## src/hw/rtcal_pkg.sv

```systemverilog
// Purpose: shared constants and types of the alarm and minute/second time block
// Assumes: 8-bit registers behind a plain strobe port, one clock domain
// Notes:   register offsets are word indices on a 4-bit address
package rtcal_pkg;

  // register bus geometry
  localparam int unsigned ADDR_W = 4;
  localparam int unsigned DATA_W = 8;

  // register offsets
  localparam logic [3:0] ADDR_TIME_CTRL  = 4'h0;
  localparam logic [3:0] ADDR_MINUTES    = 4'h1;
  localparam logic [3:0] ADDR_SECONDS    = 4'h2;
  localparam logic [3:0] ADDR_ALARM_CTRL = 4'h3;
  localparam logic [3:0] ADDR_ALARM_RPT  = 4'h4;
  localparam logic [3:0] ADDR_ALARM_MTH  = 4'h5;
  localparam logic [3:0] ADDR_ALARM_WDAY = 4'h6;
  localparam logic [3:0] ADDR_ALARM_DAY  = 4'h7;
  localparam logic [3:0] ADDR_ALARM_HOUR = 4'h8;
  localparam logic [3:0] ADDR_IRQ_STATUS = 4'h9;
  localparam logic [3:0] ADDR_IRQ_MASK   = 4'ha;

  // implemented-bit masks; other bits store nothing and read zero
  localparam logic [7:0] TIME_CTRL_BITS  = 8'h28;
  localparam logic [7:0] MINSEC_BITS     = 8'h7f;
  localparam logic [7:0] ALARM_CTRL_BITS = 8'hfc;
  localparam logic [7:0] MONTH_BITS      = 8'h1f;
  localparam logic [7:0] WDAY_BITS       = 8'h07;
  localparam logic [7:0] DAY_HOUR_BITS   = 8'h3f;
  localparam logic [7:0] IRQ_BITS        = 8'h07;
  localparam logic [7:0] ZERO_BYTE       = 8'h00;

  // field positions
  localparam int unsigned UNLOCK_BIT   = 5;
  localparam int unsigned HALF_BIT     = 3;
  localparam int unsigned ALARM_EN_BIT = 7;
  localparam int unsigned CHIME_BIT    = 6;
  localparam int unsigned ALARM_INTERVAL_MASK_MSB    = 5;
  localparam int unsigned ALARM_INTERVAL_MASK_LSB    = 2;
  localparam int unsigned IRQ_ALARM    = 0;
  localparam int unsigned IRQ_SECOND   = 1;
  localparam int unsigned IRQ_MINUTE   = 2;
  localparam int unsigned IRQ_W        = 3;

  // alarm interval codes
  localparam logic [3:0] AM_HALF_SEC = 4'h0;
  localparam logic [3:0] AM_SECOND   = 4'h1;
  localparam logic [3:0] AM_TEN_SEC  = 4'h2;
  localparam logic [3:0] AM_MINUTE   = 4'h3;
  localparam logic [3:0] AM_TEN_MIN  = 4'h4;
  localparam logic [3:0] AM_HOUR     = 4'h5;
  localparam logic [3:0] AM_DAY      = 4'h6;
  localparam logic [3:0] AM_WEEK     = 4'h7;
  localparam logic [3:0] AM_MONTH    = 4'h8;
  localparam logic [3:0] AM_YEAR     = 4'h9;

  // bcd limits and repeat counter ends
  localparam logic [3:0] BCD_UNITS_MAX = 4'h9;
  localparam logic [2:0] BCD_TENS_MAX  = 3'h5;
  localparam logic [7:0] RPT_ZERO      = 8'h00;
  localparam logic [7:0] RPT_FULL      = 8'hff;

  // current calendar supplied by the neighbouring calendar block
  typedef struct packed {
    logic [7:0] month;
    logic [7:0] weekday;
    logic [7:0] day;
    logic [7:0] hour;
  } rtcal_date_t;

  // alarm minute and second compare values, held elsewhere
  typedef struct packed {
    logic [7:0] minutes;
    logic [7:0] seconds;
  } rtcal_alarm_ms_t;

endpackage

```

## src/hw/rtcal_bcd60.sv

```systemverilog
// Purpose: two-digit bcd counter from 00 to 59 with load and wrap
// Assumes: step is a one-cycle pulse
// Notes:   an out-of-range units digit rolls over on the next step, a tens digit on the step that wraps the units
`timescale 1ns/10ps
module rtcal_bcd60 (
  input  wire logic       core_clk,
  input  wire logic       rst,
  input  wire logic       load,
  input  wire logic [6:0] load_value,
  input  wire logic       step,
  output logic      [6:0] value,
  output logic            wrap
);

  logic units_top;
  logic tens_top;

  // >= so a bad bcd value written by software still recovers
  assign units_top = value[3:0] >= rtcal_pkg::BCD_UNITS_MAX;
  assign tens_top  = value[6:4] >= rtcal_pkg::BCD_TENS_MAX;
  assign wrap      = step && units_top && tens_top;

  // units then tens, load wins over a step
  always_ff @(posedge core_clk or posedge rst)
  begin
    if (rst)
    begin
      value <= 7'h00;
    end
    else if (load)
    begin
      value <= load_value;
    end
    else if (step)
    begin
      if (units_top)
      begin
        value[3:0] <= 4'h0;
        value[6:4] <= tens_top ? 3'h0 : value[6:4] + 3'h1;
      end
      else
      begin
        value[3:0] <= value[3:0] + 4'h1;
      end
    end
  end

endmodule

```

## src/hw/rtcal_alarm_time.sv

```systemverilog
// Purpose: minute/second time keeping with write lock and the calendar alarm
// Assumes: half_tick is a one-cycle pulse every half second from the time base
// Notes:   hours and above live in a neighbouring block fed by minute_carry
//
// The register addresses and the plain strobed port were left to the implementer.
`timescale 1ns/10ps

// What this block does
// - minutes register holds bcd tens and units
// - seconds register holds bcd tens and units
// - time writes accepted only while unlocked
// - alarm enable self-clears at count zero, no chime
// - chime wraps repeat count from 00 to ff
// - without chime repeat count stays at 00
// - mask codes 0 to 5 pick short intervals
// - codes 6 to 9 daily to yearly
// - repeat count decrements on each alarm event
// - repeat value counts further repeats, resets zero
// - alarm month register bcd, upper bits zero
// - alarm weekday register 0 to 7
// - alarm day register bcd, upper bits zero
// - alarm hour register bcd, upper bits zero
// - cleared unlock bit locks time registers
module rtcal_alarm_time (
  input  wire logic                          core_clk,
  input  wire logic                          rst,
  input  wire logic [rtcal_pkg::ADDR_W-1:0]  reg_addr,
  input  wire logic [rtcal_pkg::DATA_W-1:0]  reg_wdata,
  input  wire logic                          reg_wr,
  input  wire logic                          reg_rd,
  output logic      [rtcal_pkg::DATA_W-1:0]  reg_rdata,
  input  wire logic                          half_tick,
  input  wire rtcal_pkg::rtcal_date_t        cur_date,
  input  wire rtcal_pkg::rtcal_alarm_ms_t    alarm_ms,
  output logic                               alarm_pulse,
  output logic                               minute_carry,
  output logic                               irq
);

  // register address decode shared by the strobes and the read path
  function automatic logic hit(input logic [3:0] a, input logic [3:0] target);
    hit = (a == target);
  endfunction

  logic [7:0] time_ctrl;
  logic       half_phase;
  logic [7:0] alarm_ctrl;
  logic [7:0] alarm_rpt;
  logic [7:0] alarm_month;
  logic [7:0] alarm_wday;
  logic [7:0] alarm_day;
  logic [7:0] alarm_hour;
  logic [rtcal_pkg::IRQ_W-1:0] irq_status;
  logic [rtcal_pkg::IRQ_W-1:0] irq_mask;
  logic [rtcal_pkg::IRQ_W-1:0] irq_events;

  logic       unlocked;
  logic       wr_minutes;
  logic       wr_seconds;
  logic       second_step;
  logic [6:0] minutes_value;
  logic [6:0] seconds_value;
  logic       sec_wrap;
  logic       min_wrap;

  logic       eval_half;
  logic       eval_second;
  logic [3:0] alarm_interval_mask;
  logic       alarm_on;
  logic       chime_on;
  logic       code_legal;
  logic       fields_match;
  logic       alarm_match;
  logic       alarm_fire;
  logic [7:0] next_rdata;

  // lock gate for the time value registers
  assign unlocked   = time_ctrl[rtcal_pkg::UNLOCK_BIT];
  assign wr_minutes = reg_wr && hit(reg_addr, rtcal_pkg::ADDR_MINUTES) && unlocked;
  assign wr_seconds = reg_wr && hit(reg_addr, rtcal_pkg::ADDR_SECONDS) && unlocked;

  // a second passes on the tick that ends the second half
  assign second_step = half_tick && half_phase && !wr_seconds;

  // time control: only the unlock bit is writable
  always_ff @(posedge core_clk or posedge rst)
  begin
    if (rst)
    begin
      time_ctrl <= rtcal_pkg::ZERO_BYTE;
    end
    else if (reg_wr && hit(reg_addr, rtcal_pkg::ADDR_TIME_CTRL))
    begin
      time_ctrl <= reg_wdata & (rtcal_pkg::TIME_CTRL_BITS & ~(8'h01 << rtcal_pkg::HALF_BIT));
    end
  end

  // half-second phase; a seconds write restarts the second
  always_ff @(posedge core_clk or posedge rst)
  begin
    if (rst)
    begin
      half_phase <= 1'b0;
    end
    else if (wr_seconds)
    begin
      half_phase <= 1'b0;
    end
    else if (half_tick)
    begin
      half_phase <= !half_phase;
    end
  end

  // seconds digits, write masked to the bcd fields
  rtcal_bcd60 u_seconds (
    .core_clk   (core_clk),
    .rst        (rst),
    .load       (wr_seconds),
    .load_value (reg_wdata[6:0]),
    .step       (second_step),
    .value      (seconds_value),
    .wrap       (sec_wrap)
  );

  // minutes digits advance on the seconds wrap
  rtcal_bcd60 u_minutes (
    .core_clk   (core_clk),
    .rst        (rst),
    .load       (wr_minutes),
    .load_value (reg_wdata[6:0]),
    .step       (sec_wrap),
    .value      (minutes_value),
    .wrap       (min_wrap)
  );

  // carry towards the hour counter, registered to keep it glitch free
  always_ff @(posedge core_clk or posedge rst)
  begin
    if (rst)
    begin
      minute_carry <= 1'b0;
    end
    else
    begin
      minute_carry <= min_wrap && !wr_minutes;
    end
  end

  // compare one cycle after the tick, once the seconds have settled
  always_ff @(posedge core_clk or posedge rst)
  begin
    if (rst)
    begin
      eval_half   <= 1'b0;
      eval_second <= 1'b0;
    end
    else
    begin
      eval_half   <= half_tick;
      eval_second <= second_step;
    end
  end

  assign alarm_interval_mask    = alarm_ctrl[rtcal_pkg::ALARM_INTERVAL_MASK_MSB:rtcal_pkg::ALARM_INTERVAL_MASK_LSB];
  assign alarm_on = alarm_ctrl[rtcal_pkg::ALARM_EN_BIT];
  assign chime_on = alarm_ctrl[rtcal_pkg::CHIME_BIT];

  // reserved codes never match; software is expected not to use them
  assign code_legal = (alarm_interval_mask <= rtcal_pkg::AM_YEAR);

  // each longer interval adds the next field to the compare; month compares the day in place of the weekday
  always_comb
  begin
    fields_match = 1'b1;
    if (alarm_interval_mask >= rtcal_pkg::AM_TEN_SEC)
      fields_match = fields_match && (seconds_value[3:0] == alarm_ms.seconds[3:0]);
    if (alarm_interval_mask >= rtcal_pkg::AM_MINUTE)
      fields_match = fields_match && (seconds_value[6:4] == alarm_ms.seconds[6:4]);
    if (alarm_interval_mask >= rtcal_pkg::AM_TEN_MIN)
      fields_match = fields_match && (minutes_value[3:0] == alarm_ms.minutes[3:0]);
    if (alarm_interval_mask >= rtcal_pkg::AM_HOUR)
      fields_match = fields_match && (minutes_value[6:4] == alarm_ms.minutes[6:4]);
    if (alarm_interval_mask >= rtcal_pkg::AM_DAY)
      fields_match = fields_match && ((cur_date.hour & rtcal_pkg::DAY_HOUR_BITS) == alarm_hour);
    if (alarm_interval_mask == rtcal_pkg::AM_WEEK)
      fields_match = fields_match && ((cur_date.weekday & rtcal_pkg::WDAY_BITS) == alarm_wday);
    if (alarm_interval_mask >= rtcal_pkg::AM_MONTH)
      fields_match = fields_match && ((cur_date.day & rtcal_pkg::DAY_HOUR_BITS) == alarm_day);
    // feb 29 only exists in leap years, so a yearly compare set to feb 29 fires every four years
    if (alarm_interval_mask == rtcal_pkg::AM_YEAR)
      fields_match = fields_match && ((cur_date.month & rtcal_pkg::MONTH_BITS) == alarm_month);
  end

  // half-second code fires on every tick, the rest on second boundaries
  assign alarm_match = (alarm_interval_mask == rtcal_pkg::AM_HALF_SEC) ? eval_half
                                                         : (eval_second && code_legal && fields_match);
  assign alarm_fire  = alarm_on && alarm_match;

  // alarm event strobe out of a flop
  always_ff @(posedge core_clk or posedge rst)
  begin
    if (rst)
    begin
      alarm_pulse <= 1'b0;
    end
    else
    begin
      alarm_pulse <= alarm_fire;
    end
  end

  // alarm control; a write in the event cycle wins over the self clear
  always_ff @(posedge core_clk or posedge rst)
  begin
    if (rst)
    begin
      alarm_ctrl <= rtcal_pkg::ZERO_BYTE;
    end
    else if (reg_wr && hit(reg_addr, rtcal_pkg::ADDR_ALARM_CTRL))
    begin
      alarm_ctrl <= reg_wdata & rtcal_pkg::ALARM_CTRL_BITS;
    end
    else if (alarm_fire && (alarm_rpt == rtcal_pkg::RPT_ZERO) && !chime_on)
    begin
      alarm_ctrl[rtcal_pkg::ALARM_EN_BIT] <= 1'b0;
    end
  end

  // repeat counter: counts down, wraps only with chime
  always_ff @(posedge core_clk or posedge rst)
  begin
    if (rst)
    begin
      alarm_rpt <= rtcal_pkg::RPT_ZERO;
    end
    else if (reg_wr && hit(reg_addr, rtcal_pkg::ADDR_ALARM_RPT))
    begin
      alarm_rpt <= reg_wdata;
    end
    else if (alarm_fire)
    begin
      if (alarm_rpt != rtcal_pkg::RPT_ZERO)
        alarm_rpt <= alarm_rpt - 8'h01;
      else if (chime_on)
        alarm_rpt <= rtcal_pkg::RPT_FULL;
      else
        alarm_rpt <= rtcal_pkg::RPT_ZERO;
    end
  end

  // alarm date compare registers, unimplemented bits dropped on write
  always_ff @(posedge core_clk or posedge rst)
  begin
    if (rst)
    begin
      alarm_month <= rtcal_pkg::ZERO_BYTE;
      alarm_wday  <= rtcal_pkg::ZERO_BYTE;
      alarm_day   <= rtcal_pkg::ZERO_BYTE;
      alarm_hour  <= rtcal_pkg::ZERO_BYTE;
    end
    else if (reg_wr)
    begin
      if (hit(reg_addr, rtcal_pkg::ADDR_ALARM_MTH))
        alarm_month <= reg_wdata & rtcal_pkg::MONTH_BITS;
      if (hit(reg_addr, rtcal_pkg::ADDR_ALARM_WDAY))
        alarm_wday <= reg_wdata & rtcal_pkg::WDAY_BITS;
      if (hit(reg_addr, rtcal_pkg::ADDR_ALARM_DAY))
        alarm_day <= reg_wdata & rtcal_pkg::DAY_HOUR_BITS;
      if (hit(reg_addr, rtcal_pkg::ADDR_ALARM_HOUR))
        alarm_hour <= reg_wdata & rtcal_pkg::DAY_HOUR_BITS;
    end
  end

  // interrupt sources: alarm, second and minute
  assign irq_events = {minute_carry, eval_second, alarm_pulse};

  // sticky status, write one to clear; a new event in the same cycle wins
  always_ff @(posedge core_clk or posedge rst)
  begin
    if (rst)
    begin
      irq_status <= '0;
    end
    else if (reg_wr && hit(reg_addr, rtcal_pkg::ADDR_IRQ_STATUS))
    begin
      irq_status <= (irq_status & ~reg_wdata[rtcal_pkg::IRQ_W-1:0]) | irq_events;
    end
    else
    begin
      irq_status <= irq_status | irq_events;
    end
  end

  // interrupt mask
  always_ff @(posedge core_clk or posedge rst)
  begin
    if (rst)
    begin
      irq_mask <= '0;
    end
    else if (reg_wr && hit(reg_addr, rtcal_pkg::ADDR_IRQ_MASK))
    begin
      irq_mask <= reg_wdata[rtcal_pkg::IRQ_W-1:0];
    end
  end

  // level interrupt while any enabled flag is set
  assign irq = |(irq_status & irq_mask);

  // read mux; unmapped addresses read zero
  always_comb
  begin
    next_rdata = rtcal_pkg::ZERO_BYTE;
    if (hit(reg_addr, rtcal_pkg::ADDR_TIME_CTRL))
    begin
      next_rdata = time_ctrl;
      next_rdata[rtcal_pkg::HALF_BIT] = half_phase;
    end
    if (hit(reg_addr, rtcal_pkg::ADDR_MINUTES))
      next_rdata = {1'b0, minutes_value};
    if (hit(reg_addr, rtcal_pkg::ADDR_SECONDS))
      next_rdata = {1'b0, seconds_value};
    if (hit(reg_addr, rtcal_pkg::ADDR_ALARM_CTRL))
      next_rdata = alarm_ctrl;
    if (hit(reg_addr, rtcal_pkg::ADDR_ALARM_RPT))
      next_rdata = alarm_rpt;
    if (hit(reg_addr, rtcal_pkg::ADDR_ALARM_MTH))
      next_rdata = alarm_month;
    if (hit(reg_addr, rtcal_pkg::ADDR_ALARM_WDAY))
      next_rdata = alarm_wday;
    if (hit(reg_addr, rtcal_pkg::ADDR_ALARM_DAY))
      next_rdata = alarm_day;
    if (hit(reg_addr, rtcal_pkg::ADDR_ALARM_HOUR))
      next_rdata = alarm_hour;
    if (hit(reg_addr, rtcal_pkg::ADDR_IRQ_STATUS))
      next_rdata = {5'h00, irq_status};
    if (hit(reg_addr, rtcal_pkg::ADDR_IRQ_MASK))
      next_rdata = {5'h00, irq_mask};
  end

  // read data stands only in the cycle after the strobe
  always_ff @(posedge core_clk or posedge rst)
  begin
    if (rst)
    begin
      reg_rdata <= rtcal_pkg::ZERO_BYTE;
    end
    else
    begin
      reg_rdata <= reg_rd ? next_rdata : rtcal_pkg::ZERO_BYTE;
    end
  end

endmodule

```

## config.mk

```make
export PLATFORM = sky130hd
export DESIGN_NAME = rtcal_alarm_time
export DESIGN_NICKNAME = d
export VERILOG_FILES = /design/src/hw/rtcal_pkg.sv /design/src/hw/rtcal_bcd60.sv /design/src/hw/rtcal_alarm_time.sv
export SDC_FILE = /design/constraint.sdc
export NUM_CORES = 1
export LEC_CHECK = 0
export BUFFER_PORTS_ARGS = -buffer_cell sky130_fd_sc_hd__buf_2
export CAP_MARGIN = 0
export CORE_MARGIN = 2
export CORE_UTILIZATION = 28
export DETAILED_ROUTE_END_ITERATION = 10
export SETUP_SLACK_MARGIN = 0.5
export SLEW_MARGIN = 20
export SYNTH_ARGS = -nofsm -noshare
export SYNTH_HDL_FRONTEND = slang
export SYNTH_SLANG_ARGS = --single-unit
```

## constraint.sdc

```tcl
create_clock -name core_clk -period 2.42 [get_ports core_clk]
set_input_delay 0.242 -clock core_clk [delete_from_list [all_inputs] [get_ports core_clk]]
set_output_delay 0.242 -clock core_clk [all_outputs]
set_load 0.01 [all_outputs]
```

==> reports/metrics.yaml, run 1 <==
outcome: "completed"
pre_cts_ws_ns: 0.179
fmax_mhz: 469
timing.rr.start: "u_seconds.value[0]"
drive_gt1_share_pct: 37.2
rsz0062_at_grt: "yes"
timing.final.crit_share_pct: 88.2
die-area_um2: 16400
cts.reportedPaths.clkPinSlew_ns: 0.06
root_buffer: "clkbuf_16"
rows: 45
gp_congestion: 0.959
grt_first_pass_wirelength_um: 21000
avgSynthCellArea_um2: 9.41
path_class: "reg -> reg"
cap_violations: 0
routedWlPerCell_um: 18.6
finalSetupTns_ns: 0
crit_slowest_cell: "or4b_4"
core_region_area_um2: 15100
cts_buffers: 9
worst_skew_pair.late_latency_ns: 0.35
yosysMostFrequentCell: "dfrtp_1"
crit_arrival_ns: 2.40
r2r_slack_ns: 0.29
fin_crit_ns: 2.13
ys_ff_latch: 68
syn_to_final_growth_pct: 34.4
fin_cells: 756
setup_viol_count_final: 0
num-fill-cells: 1487
placed_cells: 712
initial_core_util_pct: 28.5
synth_area_um2: 4320
async_reset_ff_share_pct: 100
p_per_area_nw_per_um2: 987
cts_tree: "yes"
fin_worst_skew_ns: 0.00627
syn-num-nets: 536
p_leak_nw: 2.49
synthTopCellsByCount: "dfrtp_1, nor2_1, a21oi_1"
nets: 639
worst_slew_pin_slew_ns: 0.750
yosysSeqAreaShare_pct: 39.4
ioPinCount: 76
synth_top_area_share_pct: 39.4
cp.required_ns: 2.69
r2r_cells: 8
overflow: 0
fin_ws_ns: 0.286
die_x_um: 128
io_buffers: 61
synth.distinct_cells: 63
first_pass_iters: 5
first_global_vias: 3825
min_path_type: "in -> async"
clock_path_buffers: 2
vias_per_cell: 5.36
routed_wl_um: 14100
track_usage_pct: 17.1
reg2reg_to: "u_minutes.value[2]"
start_kind: "flop"
cp-end-kind: "flop"
critPathMaxFanout: 4
vias: 4054
grt_start_max_net_pins: 38
antenna_found_initial: 1
drc: 0
relSlewSlack_pct: 49.9
synthCells: 459
yosys.area.top_type: "dfrtp_1"
ir_worst_vdd_v: 0.000367
fp.dieH_um: 128
dp_hpwl_um: 10000
yosys-top-cells-area: "dfrtp_1, mux2_2, nor2_1, xor2_1, a21oi_1"
ant_nets: 0
synth_edf_count: 0
drtIter0Drc: 367
cts_hold_buf: 0
hold_viol_final: 0
finalMaxSlewViolations: 0
htree_levels: 3
synth_warnings: 0
crit_path_max_incr_delay_ns: 0.56
crit_chain: "buf_6, inv_4, ha_4, nor3b_4, nor3b_2, nand3_2, or4b_4, a31oi_4"
cts.sinks: 68
synth_ff_type: "dfrtp_1"
-- cells by family after synthesis --
family | count (synthesis) | share of synthesized area (%)
DFF | 68 | 39.4
muxes | 43 | 11.2
AOI/OAI and AO/OA | 115 | 17.6
and+or+nand+nor | 150 | 17.9
buffers and inverters | 34 | 3.01
adders and majority gates | 12 | 3.48
xor gates and xnor gates | 37 | 7.50
-- area by class of cell --
type                    instances  area (um2)  share of cell area (%)
clock inverters                 7         146                    2.52
inverters                      15        62.6                    1.08
repair buffers                111         723                    12.5
diodes                          1        2.50                  0.0431
multi-input cells             357        2700                    46.5
well taps                     188         235                    4.05
clock buffers                   9         225                    3.88
flip-flops and latches         68        1710                    29.5
-- sequential cells by signal, summed over array words and instances, names as in the netlist, 5 cells and up --
register / count
alarm_day: 6
alarm_month: 5
alarm_rpt: 8
reg_rdata: 8
alarm_ctrl: 6
u_seconds.value: 7
alarm_hour: 6
u_minutes.value: 7
-- layout by cell type (no fill, tap or decap), types with 3 or more instances in the layout --
cell type	instances
a211oi_1	3
a21o_1	4
a21oi_1	27
a21oi_2	6
a22oi_1	4
a31oi_1	9
a32oi_1	3
and3_1	3
buf_2	61
buf_4	41
buf_6	8
bufinv_16	4
clkbuf_16	9
dfrtp_1	60
dfrtp_2	8
ha_1	10
inv_1	11
mux2_2	29
mux2i_1	13
nand2_1	27
nand2b_1	4
nand3_1	13
nand3b_1	3
nand4_1	8
nor2_1	45
nor2b_1	4
nor3_1	11
nor3_2	3
o211ai_1	7
o21ai_0	16
o31a_1	3
xnor2_1	17
xor2_1	19
-- per-stage QoR --
stage	utilization (%)	power (mW)	hold slack (ns)	instance area (um2)
2_1_floorplan	-	3.03	0.273	4350
3_3_place_gp	33.0	3.56	0.400	4990
3_5_place_dp	33.0	3.61	0.409	4990
4_1_cts	36.1	5.38	0.0398	5460
5_1_grt	38.3	6.05	0.0653	5800
6_report	38.3	5.73	0.0197	5810
-- critical path, delay by kind of cell (launching register included) --
family          cells  cell delay [ns]
compound gates      1             0.19
buf+inv             2             0.16
flops               1             0.40
simple gates        4             1.15
fa+ha+maj           1             0.14
-- report_power, final --
| part | leakage (nW) | internal (mW) | switching, mW | total [mW] |
|---|---|---|---|---|
| Clock | 0.180 | 1.12 | 0.546 | 1.66 |
| Combinational | 1.47 | 1.07 | 1.06 | 2.13 |
| Sequential | 0.842 | 1.47 | 0.468 | 1.94 |
-- worst max path at each step --
stage / from / to / cells after the start
after CTS: u_seconds.value[5] / alarm_rpt[0] / 6
after floorplan: u_seconds.value[1] / alarm_rpt[0] / 6
final: u_seconds.value[0] / u_minutes.value[2] / 8
after global placement: u_seconds.value[3] / alarm_rpt[0] / 6
after global routing: u_seconds.value[0] / u_minutes.value[2] / 8
after detailed placement: u_seconds.value[0] / u_minutes.value[2] / 7
-- metal layers --
metal  part of all wire [%]  global-route usage, %  wire [um]  vias up
li1                       -                      -          -     1897
met2                     48                   26.8       6780      140
met3                    6.0                   4.47        850       31
met1                     42                   22.0       5960     1986
met4                    3.5                   8.02        490        0
met5                      0                      0          0        -
-- repair_timing --
item | CTS | global route
setup buffers | 9 | 18
resized for setup | 11 | 48
pin swaps | 10 | 42
setup endpoints to repair | 18 | 26
Note: power is estimated with default switching activity, not from simulation.
==> run 2, diff against run 1 <==
Settings changed: CTS_CLUSTER_DIAMETER set to 40, MAX_ROUTING_LAYER set to met4, PLACE_DENSITY set to 0.54.
==> reports/metrics.yaml, run 2 (same netlist as run 1, synthesis figures left out) <==
outcome: "completed"
cap_violations: 0
clock_path_buffers: 2
vias: 4050
timing.final.crit_share_pct: 85.4
cts_hold_buf: 0
grt_first_pass_wirelength_um: 22000
htree_levels: 3
p_per_area_nw_per_um2: 945
whs_ns: 0.0183
drtIter0Drc: 244
hold_viol_final: 0
initial_core_util_pct: 28.5
seq_area_um2: 1710
fmax_mhz: 484
io_buffers: 61
grt_start_max_net_pins: 40
vias_per_cell: 5.36
cp-end-kind: "flop"
setup_viol_count_final: 0
root_buffer: "clkbuf_16"
worst_slew_pin_slew_ns: 0.715
pre_cts_ws_ns: 0.128
most-common-layout-cells: "buf_2, dfrtp_1, nor2_1"
syn_to_final_growth_pct: 30.2
relSlewSlack_pct: 52.2
track_usage_pct: 18.3
start_kind: "flop"
multi_input_area_um2: 2620
critPathMaxFanout: 7
first_pass_iters: 5
finalSetupTns_ns: 0
num-fill-cells: 1520
cts_tree: "yes"
r2r_slack_ns: 0.35
ir_worst_vdd_v: 0.000386
gp_congestion: 0.913
antenna_found_initial: 1
postLayoutCoreUtil_pct: 37.1
crit_arrival_ns: 2.32
fin_worst_skew_ns: 0.00787
first_global_vias: 3818
cts_buffers: 9
rsz0062_at_grt: "yes"
cts.sinks: 68
drc: 0
finalMaxSlewViolations: 0
routedWlPerCell_um: 19.0
cts.reportedPaths.clkPinSlew_ns: 0.06
routed_wl_um: 14400
ant_nets: 0
die-area_um2: 16400
min_path_type: "in -> async"
fp.dieH_um: 128
cp.required_ns: 2.67
rows: 45
total_power_mw: 5.31
nets: 638
die_x_um: 128
dp_hpwl_um: 10400
fin_crit_ns: 2.07
path_class: "reg -> reg"
ioPinCount: 76
core_region_area_um2: 15100
drive_gt1_share_pct: 35.0
worst_skew_pair.late_latency_ns: 0.34
overflow: 0
final_common_cell: "buf_2"
fin_ws_ns: 0.354
p_leak_nw: 2.44
largest_registers: "alarm_rpt x8, reg_rdata x8"
==> run 2: changes by cell type in the layout (fill, tap and decap cells not counted), moves of 2 or more <==
cell | before | now
buf_6 | 8 | 4
buf_4 | 41 | 44
bufinv_16 | 4 | 1
a21oi_1 | 27 | 29
a21oi_2 | 6 | 4
clkinv_2 | 0 | 2
clkinv_4 | 2 | 0
clkinvlp_4 | 1 | 3
ha_1 | 10 | 12
ha_4 | 2 | 0
nor2_1 | 45 | 47
nor2_2 | 2 | 0
==> run 2: power breakdown <==
part	total, mW	internal (mW)	switching [mW]
clock network	1.33	0.798	0.536
logic	2.05	1.02	1.03
registers	1.93	1.47	0.460
total	5.31	3.29	2.03
==> run 2: path summary, 6_finish.rpt <==
path | start | endpoint | cells past startpoint
setup / recovery | u_seconds.value[2] | alarm_rpt[0] | 6
hold / removal | rst | reg_rdata[5] | 2
setup reg to reg | u_seconds.value[2] | alarm_rpt[0] | 6
hold reg to reg | alarm_pulse | irq_status[0] | 1
max in group asynchronous | rst | u_seconds.value[1] | 3
min in group core_clk | half_tick | eval_half | 1
==> run 2: routing by layer <==
metal | track usage [%] | vias up | routed length (um)
met3 | 3.84 | 14 | 779
met5 | - | - | 0
li1 | - | 1901 | -
met1 | 24.1 | 2016 | 6350
met2 | 28.7 | 119 | 6970
met4 | 4.91 | 0 | 259
==> run 2: repair_timing <==
action	in CTS	in global routing
endpoints found under the setup margin	19	19
setup buffers	13	11
gates resized for setup	23	17
pin swaps	16	19
==> run 2: stage by stage <==
stage          area, um2  cells
6_report            5620    755
5_1_grt             5620    755
4_1_cts             5480    743
3_5_place_dp        5010    714
3_3_place_gp        5010    714
2_1_floorplan       4350    459
==> run 2: final cells by class <==
class	count	area share, %
well taps	188	4.18
clock inverters	6	1.13
multi-input cells	357	46.6
diodes	1	0.0445
clock buffers	10	4.07
flip-flops and latches	68	30.5
repair buffers	110	12.5
inverters	15	1.07
==> run 2: worst max-delay path: stages (launching register included) <==
cell and delay (ns):
dfrtp_2 0.46, xor2_1 0.18, nor4_2 0.26, mux2i_1 0.16
o31a_1 0.34, or4_1 0.40, a31oi_1 0.18
